==> src/logic/isw_pkg.sv <==
// shared constants and types of the idle, sleep and wake controller
package isw_pkg;
    localparam int          ISW_DLY_W     = 16;      // width of sleep_delay_time counter
    localparam logic [6:0]  ISW_ADDR_DEF  = 7'h30;   // default 7-bit slave address
    localparam logic [15:0] ISW_DLY_RST   = 16'h0000; // counter value after reset
    localparam int          ISW_SYNC_N    = 3;       // pin synchroniser depth
    localparam logic [3:0]  ISW_ADDR_BITS = 4'h7;    // address bits before r/w bit

    // controller states
    typedef enum logic [2:0] {
        ISW_ST_BOOT,     // one cycle after reset, checks retained context
        ISW_ST_ACTIVE,   // normal operation
        ISW_ST_COUNT,    // sleep_delay_time counting down
        ISW_ST_GOSLEEP,  // waiting for idle tasks, a pending command returns to active
        ISW_ST_SLEEP,    // low power sleep
        ISW_ST_SAVE,     // storing application context
        ISW_ST_OFF,      // context stored, supply may be removed
        ISW_ST_RESTORE   // reloading application context
    } isw_state_t;

    // configuration carried as one bundle
    typedef struct packed {
        logic [ISW_DLY_W-1:0] sleep_delay_time; // delay-to-sleep in clock cycles
        logic                 addr_ovr;         // use addr instead of default
        logic [6:0]           addr;             // reconfigured slave address
    } isw_cfg_t;

    // status outputs carried as one bundle
    typedef struct packed {
        logic sleep;       // in low power sleep
        logic wake;        // one-cycle pulse on wake from sleep
        logic ctx_save;    // request to store context
        logic ctx_restore; // request to reload context
        logic pwr_off_ok;  // supply may now be switched off
        logic app_hold;    // application held until context is back
    } isw_stat_t;
endpackage : isw_pkg

==> src/logic/isw_addr_match.sv <==
// i2c start, address shift and own-address detector
`timescale 1ns/10ps
module isw_addr_match
    import isw_pkg::*;
(
    input  wire logic       mclk_i,   // system clock
    input  wire logic       rst_n_i,  // sync reset, active low
    input  wire logic       ce_i,     // clock enable
    input  wire logic       scl_i,    // bus clock pin level
    input  wire logic       sda_i,    // bus data pin level
    input  wire logic [6:0] addr_i,   // address to match
    output logic            hit_o     // pulse, own address seen
);
    logic [ISW_SYNC_N-1:0] scl_s_r;   // scl synchroniser chain
    logic [ISW_SYNC_N-1:0] sda_s_r;   // sda synchroniser chain
    logic                  scl_f_r;   // filtered scl
    logic                  sda_f_r;   // filtered sda
    logic                  scl_d_r;   // filtered scl, one cycle older
    logic                  sda_d_r;   // filtered sda, one cycle older
    logic                  act_r;     // inside address phase
    logic [3:0]            cnt_r;     // bits shifted so far
    logic [6:0]            sh_r;      // address shift register
    logic                  rise;      // scl rising edge
    logic                  start;     // start condition
    logic                  stop;      // stop condition

    assign rise  = scl_f_r & ~scl_d_r;
    assign start = scl_f_r & scl_d_r & sda_d_r & ~sda_f_r;
    assign stop  = scl_f_r & scl_d_r & ~sda_d_r & sda_f_r;

    // three-stage sync, accept change when stages two and three agree
    always_ff @(posedge mclk_i)
    begin
        if (!rst_n_i)
        begin
            scl_s_r <= '1;
            sda_s_r <= '1;
            scl_f_r <= 1'b1;
            sda_f_r <= 1'b1;
            scl_d_r <= 1'b1;
            sda_d_r <= 1'b1;
        end
        else if (ce_i)
        begin
            scl_s_r <= {scl_s_r[1:0], scl_i};
            sda_s_r <= {sda_s_r[1:0], sda_i};
            if (scl_s_r[1] == scl_s_r[2])
                scl_f_r <= scl_s_r[2];
            if (sda_s_r[1] == sda_s_r[2])
                sda_f_r <= sda_s_r[2];
            scl_d_r <= scl_f_r;
            sda_d_r <= sda_f_r;
        end
    end

    // address phase shifter and compare
    always_ff @(posedge mclk_i)
    begin
        if (!rst_n_i)
        begin
            act_r <= 1'b0;
            cnt_r <= 4'h0;
            sh_r  <= 7'h00;
            hit_o <= 1'b0;
        end
        else if (ce_i)
        begin
            hit_o <= 1'b0;
            if (start)
            begin
                act_r <= 1'b1;   // new frame, address follows
                cnt_r <= 4'h0;
            end
            else if (stop)
                act_r <= 1'b0;   // frame over
            else if (act_r && rise)
            begin
                if (cnt_r == ISW_ADDR_BITS)
                begin
                    act_r <= 1'b0;              // r/w bit, address complete
                    hit_o <= (sh_r == addr_i);
                end
                else
                begin
                    sh_r  <= {sh_r[5:0], sda_f_r};
                    cnt_r <= cnt_r + 4'h1;
                end
            end
        end
    end
endmodule : isw_addr_match

==> src/logic/isw_ctrl.sv <==
// idle, sleep, wake and hibernation controller top
`timescale 1ns/10ps
module isw_ctrl
    import isw_pkg::*;
(
    input  wire logic              mclk_i,              // 40 mhz system clock
    input  wire logic              rst_n_i,             // sync reset, active low
    input  wire logic              ce_i,                // clock enable, freezes all
    input  wire isw_pkg::isw_cfg_t cfg_i,               // delay and address setup
    input  wire logic              busy_i,              // command being processed
    input  wire logic              cmd_pend_i,          // command waiting
    input  wire logic              idle_task_busy_i,    // background task running
    input  wire logic              hib_req_i,           // request to hibernate
    input  wire logic              ctx_valid_i,         // retained context present
    input  wire logic              ctx_save_done_i,     // context store finished
    input  wire logic              ctx_restore_done_i,  // context reload finished
    input  wire logic              scl_i,               // bus clock pin
    input  wire logic              sda_i,               // bus data pin
    output isw_pkg::isw_stat_t     stat_o,              // power state outputs
    output logic                   addr_hit_o           // pulse, own address seen
);
    import isw_pkg::*;

    isw_state_t           state_r;   // current state
    isw_state_t           state_nxt; // next state
    logic [ISW_DLY_W-1:0] cnt_r;     // sleep_delay_time counter
    logic [ISW_DLY_W-1:0] cnt_nxt;   // next counter value
    logic [6:0]           own_addr;  // effective slave address
    logic                 hit;       // own address seen this cycle
    logic                 idle_now;  // nothing to do this cycle
    logic                 abort;     // activity during sleep entry

    // default address unless software reconfigured it
    assign own_addr = cfg_i.addr_ovr ? cfg_i.addr : ISW_ADDR_DEF;
    assign idle_now = ~busy_i & ~cmd_pend_i & ~hit;
    assign abort    = hit | busy_i | cmd_pend_i;

    // bus address detector
    isw_addr_match u_match (
        .mclk_i  (mclk_i),
        .rst_n_i (rst_n_i),
        .ce_i    (ce_i),
        .scl_i   (scl_i),
        .sda_i   (sda_i),
        .addr_i  (own_addr),
        .hit_o   (hit)
    );

    // next state and counter
    always_comb
    begin
        state_nxt = state_r;
        cnt_nxt   = cnt_r;
        case (state_r)
            ISW_ST_BOOT:
            begin
                // context present means we came back from hibernation
                state_nxt = ctx_valid_i ? ISW_ST_RESTORE : ISW_ST_ACTIVE;
            end
            ISW_ST_ACTIVE:
            begin
                if (hib_req_i)
                    state_nxt = ISW_ST_SAVE;
                else if (idle_now)
                begin
                    state_nxt = ISW_ST_COUNT;
                    cnt_nxt   = cfg_i.sleep_delay_time;
                end
            end
            ISW_ST_COUNT:
            begin
                if (abort)
                    state_nxt = ISW_ST_ACTIVE;
                else if (hib_req_i)
                    state_nxt = ISW_ST_SAVE;
                else if (cnt_r == '0)
                    state_nxt = ISW_ST_GOSLEEP;
                else
                    cnt_nxt = cnt_r - {{(ISW_DLY_W-1){1'b0}}, 1'b1};
            end
            ISW_ST_GOSLEEP:
            begin
                if (abort)
                    state_nxt = ISW_ST_ACTIVE;
                else if (hib_req_i)
                    state_nxt = ISW_ST_SAVE;
                else if (!idle_task_busy_i)
                    state_nxt = ISW_ST_SLEEP;
            end
            ISW_ST_SLEEP:
            begin
                if (hit)
                    state_nxt = ISW_ST_ACTIVE;
                else if (hib_req_i)
                    state_nxt = ISW_ST_SAVE;
            end
            ISW_ST_SAVE:
            begin
                if (ctx_save_done_i)
                    state_nxt = ISW_ST_OFF;
            end
            ISW_ST_OFF:
            begin
                state_nxt = ISW_ST_OFF;  // left only by power-up reset
            end
            ISW_ST_RESTORE:
            begin
                if (ctx_restore_done_i)
                    state_nxt = ISW_ST_ACTIVE;
            end
            default:
            begin
                state_nxt = ISW_ST_BOOT;
            end
        endcase
    end

    // state and counter registers
    always_ff @(posedge mclk_i)
    begin
        if (!rst_n_i)
        begin
            state_r <= ISW_ST_BOOT;
            cnt_r   <= ISW_DLY_RST;
        end
        else if (ce_i)
        begin
            state_r <= state_nxt;
            cnt_r   <= cnt_nxt;
        end
    end

    // registered outputs, status decoded from next state, address pulse copied from hit
    always_ff @(posedge mclk_i)
    begin
        if (!rst_n_i)
        begin
            stat_o     <= '0;
            addr_hit_o <= 1'b0;
        end
        else if (ce_i)
        begin
            stat_o.sleep       <= (state_nxt == ISW_ST_SLEEP);
            stat_o.wake        <= (state_r == ISW_ST_SLEEP) && (state_nxt == ISW_ST_ACTIVE);
            stat_o.ctx_save    <= (state_nxt == ISW_ST_SAVE);
            stat_o.ctx_restore <= (state_nxt == ISW_ST_RESTORE);
            stat_o.pwr_off_ok  <= (state_nxt == ISW_ST_OFF);
            // application waits until context is fully back
            stat_o.app_hold    <= (state_nxt == ISW_ST_RESTORE) ||
                                  (state_nxt == ISW_ST_BOOT);
            addr_hit_o         <= hit;
        end
    end
endmodule : isw_ctrl

==> config.mk <==
export PLATFORM = sky130hd
export DESIGN_NAME = isw_ctrl
export DESIGN_NICKNAME = d
export VERILOG_FILES = /design/src/logic/isw_pkg.sv /design/src/logic/isw_addr_match.sv /design/src/logic/isw_ctrl.sv
export SDC_FILE = /design/constraint.sdc
export NUM_CORES = 1
export LEC_CHECK = 0
export CAP_MARGIN = 5
export CORE_MARGIN = 4
export CORE_UTILIZATION = 60
export DETAILED_ROUTE_END_ITERATION = 10
export DONT_BUFFER_PORTS = 1
export HOLD_SLACK_MARGIN = 0.03
export PLACE_DENSITY = 0.74
export SLEW_MARGIN = 0
export SYNTH_ARGS = -nofsm -noshare
export SYNTH_HDL_FRONTEND = slang
export SYNTH_SLANG_ARGS = --single-unit
==> constraint.sdc <==
create_clock -name mclk_i -period 2.7 [get_ports mclk_i]
set_input_delay 0.27 -clock mclk_i [delete_from_list [all_inputs] [get_ports mclk_i]]
set_output_delay 0.27 -clock mclk_i [all_outputs]
set_load 0.05 [all_outputs]
==> Word-level counts from Yosys, hierarchy flattened <==
Cells that the tools add are included.
{ "word_totals": {"ff_bits": 49, "out_inout_bits": 7, "word_cells": 112} }
{ "op_classes": {"addsub": 2, "eq_ne": 23, "mux": 33, "bitwise_logic": 19, "n_reduce_logical": 16} }
{ "ops": {"columns": ["operator", "count"], "rows": [
  ["$mux 16", 5],
  ["$mux 3", 13],
  ["$pmux 16 s2", 1],
  ["$eq 3x3->1 const B", 8],
  ["$pmux 3 s8", 1],
  ["$logic_not 16->1", 1],
  ["$mux 4", 4],
  ["$sub 16x1->16 const B", 1],
  ["$ne 2x2->1 const B", 5],
  ["$not 1->1", 9],
  ["$and 1x1->1", 8],
  ["$mux 1", 8],
  ["$eq 7x7->1", 1],
  ["$mux 7", 1],
  ["$reduce_and 7->1", 1],
  ["$eq 3x1->1 const B", 2],
  ["$eq 3x2->1 const B", 2],
  ["$logic_not 3->1", 2],
  ["$reduce_bool 3->1", 2],
  ["$reduce_and 5->1", 1],
  ["$add 4x1->4 const B", 1],
  ["$eq 4x3->1 const B", 1],
  ["$ne 2x1->1 const B", 2],
  ["$reduce_and 2->1", 2],
  ["7 further kinds", 11]
]} }

==> Logic depth before layout (Yosys ltp) <==
{ "depth": {"word_depth": 8, "mapped_depth": 8} }

==> Hierarchy <==
A second synthesis with hierarchy kept.
{ "hier_totals": {"cells_unflattened": 331, "area_unflattened_um2": 2752.6} }
{ "by_module_without_submodules": {"columns": ["mod", "n_inst", "cells_each", "area_per_inst_um2"], "rows": [
  ["isw_ctrl", 1, 219, 1686.6],
  ["isw_addr_match", 1, 112, 1066.0]
]} }

==> Least setup slack after synthesis <==
OpenSTA, ideal clock, no wires.
{ "synth_path": {"path_kind": "reg2reg", "start": "register cnt_r[0]", "end": "register cnt_r[0]", "t_arrival_ns": 1.837, "path_slack_ns": 0.748, "path_stages_with_launch": 9, "path_buffers": 1, "path_cell_list": "dfxtp_1 > inv_1 > ha_1 > or3b_2 > nor4_4 > o21a_4 > buf_6 > o21ai_1 > and3_1"} }
{ "synth_between": {"elab_chain_cells": 5} }
{ "synth_lines": {"columns": ["item", "line", "source"], "rows": [
  ["from (decl)", "isw_ctrl.sv:26", "logic [ISW_DLY_W-1:0] cnt_r;"],
  ["from (signal assigned)", "isw_ctrl.sv:129", "cnt_r <= cnt_nxt;"],
  ["$sub 16x1->16", "isw_ctrl.sv:79", "cnt_nxt = cnt_r - {{(ISW_DLY_W-1){1'b0}}, 1'b1};"],
  ["$mux 16", "isw_ctrl.sv:76", "else if (cnt_r == '0)"],
  ["$mux 16", "isw_ctrl.sv:74", "else if (hib_req_i)"],
  ["$mux 16", "isw_ctrl.sv:72", "if (abort)"],
  ["$pmux 16 s2", "isw_ctrl.sv:54", "case (state_r)"]
]} }
Parallel ways exist; a longest one is shown, timed or not. The select of a mux whose other input is x is not followed.
A chain may end at the register's enable or synchronous reset.

==> Worst setup path after layout <==
Ends and elaborated chain as after synthesis.

==> impl_metrics.tcl <==
set metrics [dict create \
    rsz0062_at_grt "no" \
    numCtsBuffers 5 \
    hold_path_depth 1 \
    fin_crit_sh 0.8155 \
    overflow 0 \
    die_x_microns 76.30 \
    post-cts-setup-buffers 0 \
    htreeDepth 2 \
    cts.path.max_buffers 2 \
    gp_congestion 0.8275 \
    required_ns 2.90 \
    cp.arrival_ns 2.40 \
    fillCellCount 405 \
    clock_latency_ns 0.30 \
    synth_flop_cell "dfxtp_1" \
    final_cells 394 \
    dpl.hpwl_microns 3975 \
    cts_sinks 49 \
    drv_slew 0 \
    tritoncts "done" \
    relSlewSlack 0.6460 \
    syn-num-nets 389 \
    status "completed" \
    clockRootBuffer "clkbuf_8" \
    yosysUniqueCellTypes 59 \
    drive_above_1_share 0.06140 \
    ios 43 \
    drtPass1Iterations 4 \
    routed_via_density 6.198 \
    grt_antenna_before_repair 0 \
    drc_errors 0 \
    rr_worst_depth 7 \
    cap_violations 0 \
    grtUsageTotal 0.1982 \
    synth_area_sq_um 2799 \
    n_antenna_cell 0 \
    ir_drop_v 0.0004520 \
    route.final.wire_length_microns 5727 \
    ys_warn_count 0 \
    rows 24 \
    fin_total_pwr_w 0.001460 \
    synth_seq_cells 49 \
    core_sq_um 4444 \
    synth_edf_count 0 \
    grt_pass1_wl_microns 9804 \
    skew_ns 0.009864 \
    hold_class "input port to flip-flop" \
    layout.nets 379 \
    worstSetupPathType "flip-flop to flip-flop" \
    min_period_ns 2.202 \
    tns_ns 0 \
    ant_nets 0 \
    tightest_slew_ns 0.5310 \
    die_h_microns 76.30 \
    multi_input_area_sq_um 1689 \
    worst_setup_path_end_kind "flip-flop" \
    wire_per_inst_microns 14.54 \
    syn_inst 351 \
    avgSynthCellArea_sq_um 7.974 \
    synthArstFlopShare 0 \
    p_leak_nw 1.058 \
    setup_viol 0 \
    syn2layout_area_growth_pct 3.845 \
    register_area_sq_um 980.9 \
    crit_fanout 32 \
    die_area_sq_um 5822 \
    worstSetupStartpointType "flip-flop" \
    grt_max_degree 47 \
    drtIter0Drc 163 \
    timing.fmax_ghz 0.4542 \
    initial_core_util 0.6298 \
    hold_viol 0 \
    cts.clk_slew.worst_paths_ns 0.09 \
    num_vias 2442 \
    dp_cells 385 \
    io_buffer_count 0 \
    power_density_nw_per_um2 502.3 \
    ys_seq_area_frac 0.3505 \
    grt_pass1_vias 2187 \
]
final timing paths:
check | slack, ns | end | start
worst min register to register | 0.48 | u_match.sda_s_r[2]$_SDFFE_PN1P_ | u_match.sda_s_r[2]$_SDFFE_PN1P_
worst min-delay path | 0.04 | u_match.sda_s_r[0]$_SDFFE_PN1P_ | rst_n_i
worst max register to register | 0.50 | cnt_r[0]$_SDFFE_PN0P_ | cnt_r[0]$_SDFFE_PN0P_
worst max-delay path | 0.50 | cnt_r[0]$_SDFFE_PN0P_ | cnt_r[0]$_SDFFE_PN0P_
registers in the layout, indices dropped and copies added, names as in the netlist, 3 cells and up:
signal and count:
state_r 3, stat_o 6, u_match.sda_s_r 3, u_match.scl_s_r 3, u_match.sh_r 7, u_match.cnt_r 4, cnt_r 16
metrics by stage:
step / hold WS, ns / utilization / setup slack, ns / instance area [sq um]
finish: 0.04214 / 0.6540 / 0.4982 / 2907
CTS: 0.03104 / 0.6540 / 0.4917 / 2907
global placement: 0.3371 / 0.6256 / 0.5835 / 2780
floorplan: 0.3984 / - / 0.7475 / 2799
global route: 0.03651 / 0.6540 / 0.3933 / 2907
detailed placement: 0.3395 / 0.6256 / 0.4945 / 2780
synth_stat cells, drive strengths merged, types with 4 or more instances:
master,instances,share of area
a21boi,19,0.051
a21o,6,0.016
a21oi,20,0.036
a22oi,5,0.013
buf,6,0.017
clkbuf,14,0.019
dfxtp,49,0.35
inv,8,0.011
mux2i,8,0.029
nand2,49,0.066
nand2b,7,0.016
nand3,7,0.013
nand3b,6,0.016
nor2,26,0.035
nor2b,5,0.011
nor3,6,0.011
nor4,5,0.024
o211ai,6,0.016
o21ai,38,0.068
or4,5,0.015
xor2,4,0.013
worst max-delay path, stage by stage (launching register included):
cell,delay (ns)
dfxtp_1,0.33
inv_1,0.09
ha_1,0.22
or3b_2,0.52
nor4_4,0.28
o21a_4,0.37
o21ai_1,0.11
and3_1,0.17
logic make-up (layout without fill, tap and decap cells):
| logic type | Yosys count | after routing | share of synthesized area |
|---|---|---|---|
| AO/OA/AOI/OAI | 119 | 119 | 0.2763 |
| XOR/XNOR | 7 | 7 | 0.02190 |
| adder cells (fa/ha/maj) | 2 | 2 | 0.008939 |
| buffers and inverters | 28 | 19 | 0.04604 |
| flip-flops | 49 | 49 | 0.3505 |
| multiplexers | 8 | 8 | 0.02861 |
| AND/OR/NAND/NOR | 138 | 138 | 0.2678 |
report_power, final:
part	internal, W	leakage, nW	switching [W]
clock network	0.000302	0.0585	0.000233
registers	0.000736	0.397	0.0000341
logic	0.0000716	0.602	0.0000831
cells in the final DEF (no fill, tap or decap), types with 4 or more instances in the layout:
cell type,synthesis,routed
o211ai_1,6,6
a21boi_0,9,9
dfxtp_1,49,49
nand3b_1,6,6
a21oi_1,20,20
or4_1,4,4
clkbuf_8,0,6
a22oi_1,5,5
inv_1,8,8
xor2_1,4,4
o21ai_1,15,15
a21o_1,6,6
nor2_1,26,26
o21ai_0,23,23
nor3_1,6,6
nand2_1,49,49
nor2b_1,5,5
a21boi_1,10,10
nand2b_1,7,7
nand3_1,7,7
mux2i_1,8,8
layout make-up:
type / count / share of cell area
Multi-Input combinational cell: 274 / 0.5811
Inverter: 8 / 0.01033
Clock inverter: 1 / 0.01033
Timing Repair Buffer: 3 / 0.008610
Clock buffer: 7 / 0.02970
Tap cell: 52 / 0.02238
Sequential cell: 49 / 0.3375
routing by layer:
metal	wire length [microns]	GRT usage	part of all wire	up-vias
li1	-	-	-	1244
met1	2644	0.2515	0.46	1137
met2	2744	0.3374	0.48	55
met3	286	0.04728	0.050	6
met4	51	0.05072	0.0089	0
met5	0	0	0	-
timing repair:
item / 4_1_cts / 5_1_grt
gates resized for setup: 0 / 0
hold endpoints to repair: 6 / 0
hold buffers: 1 / 0
Power figures use the tool's default switching activity.
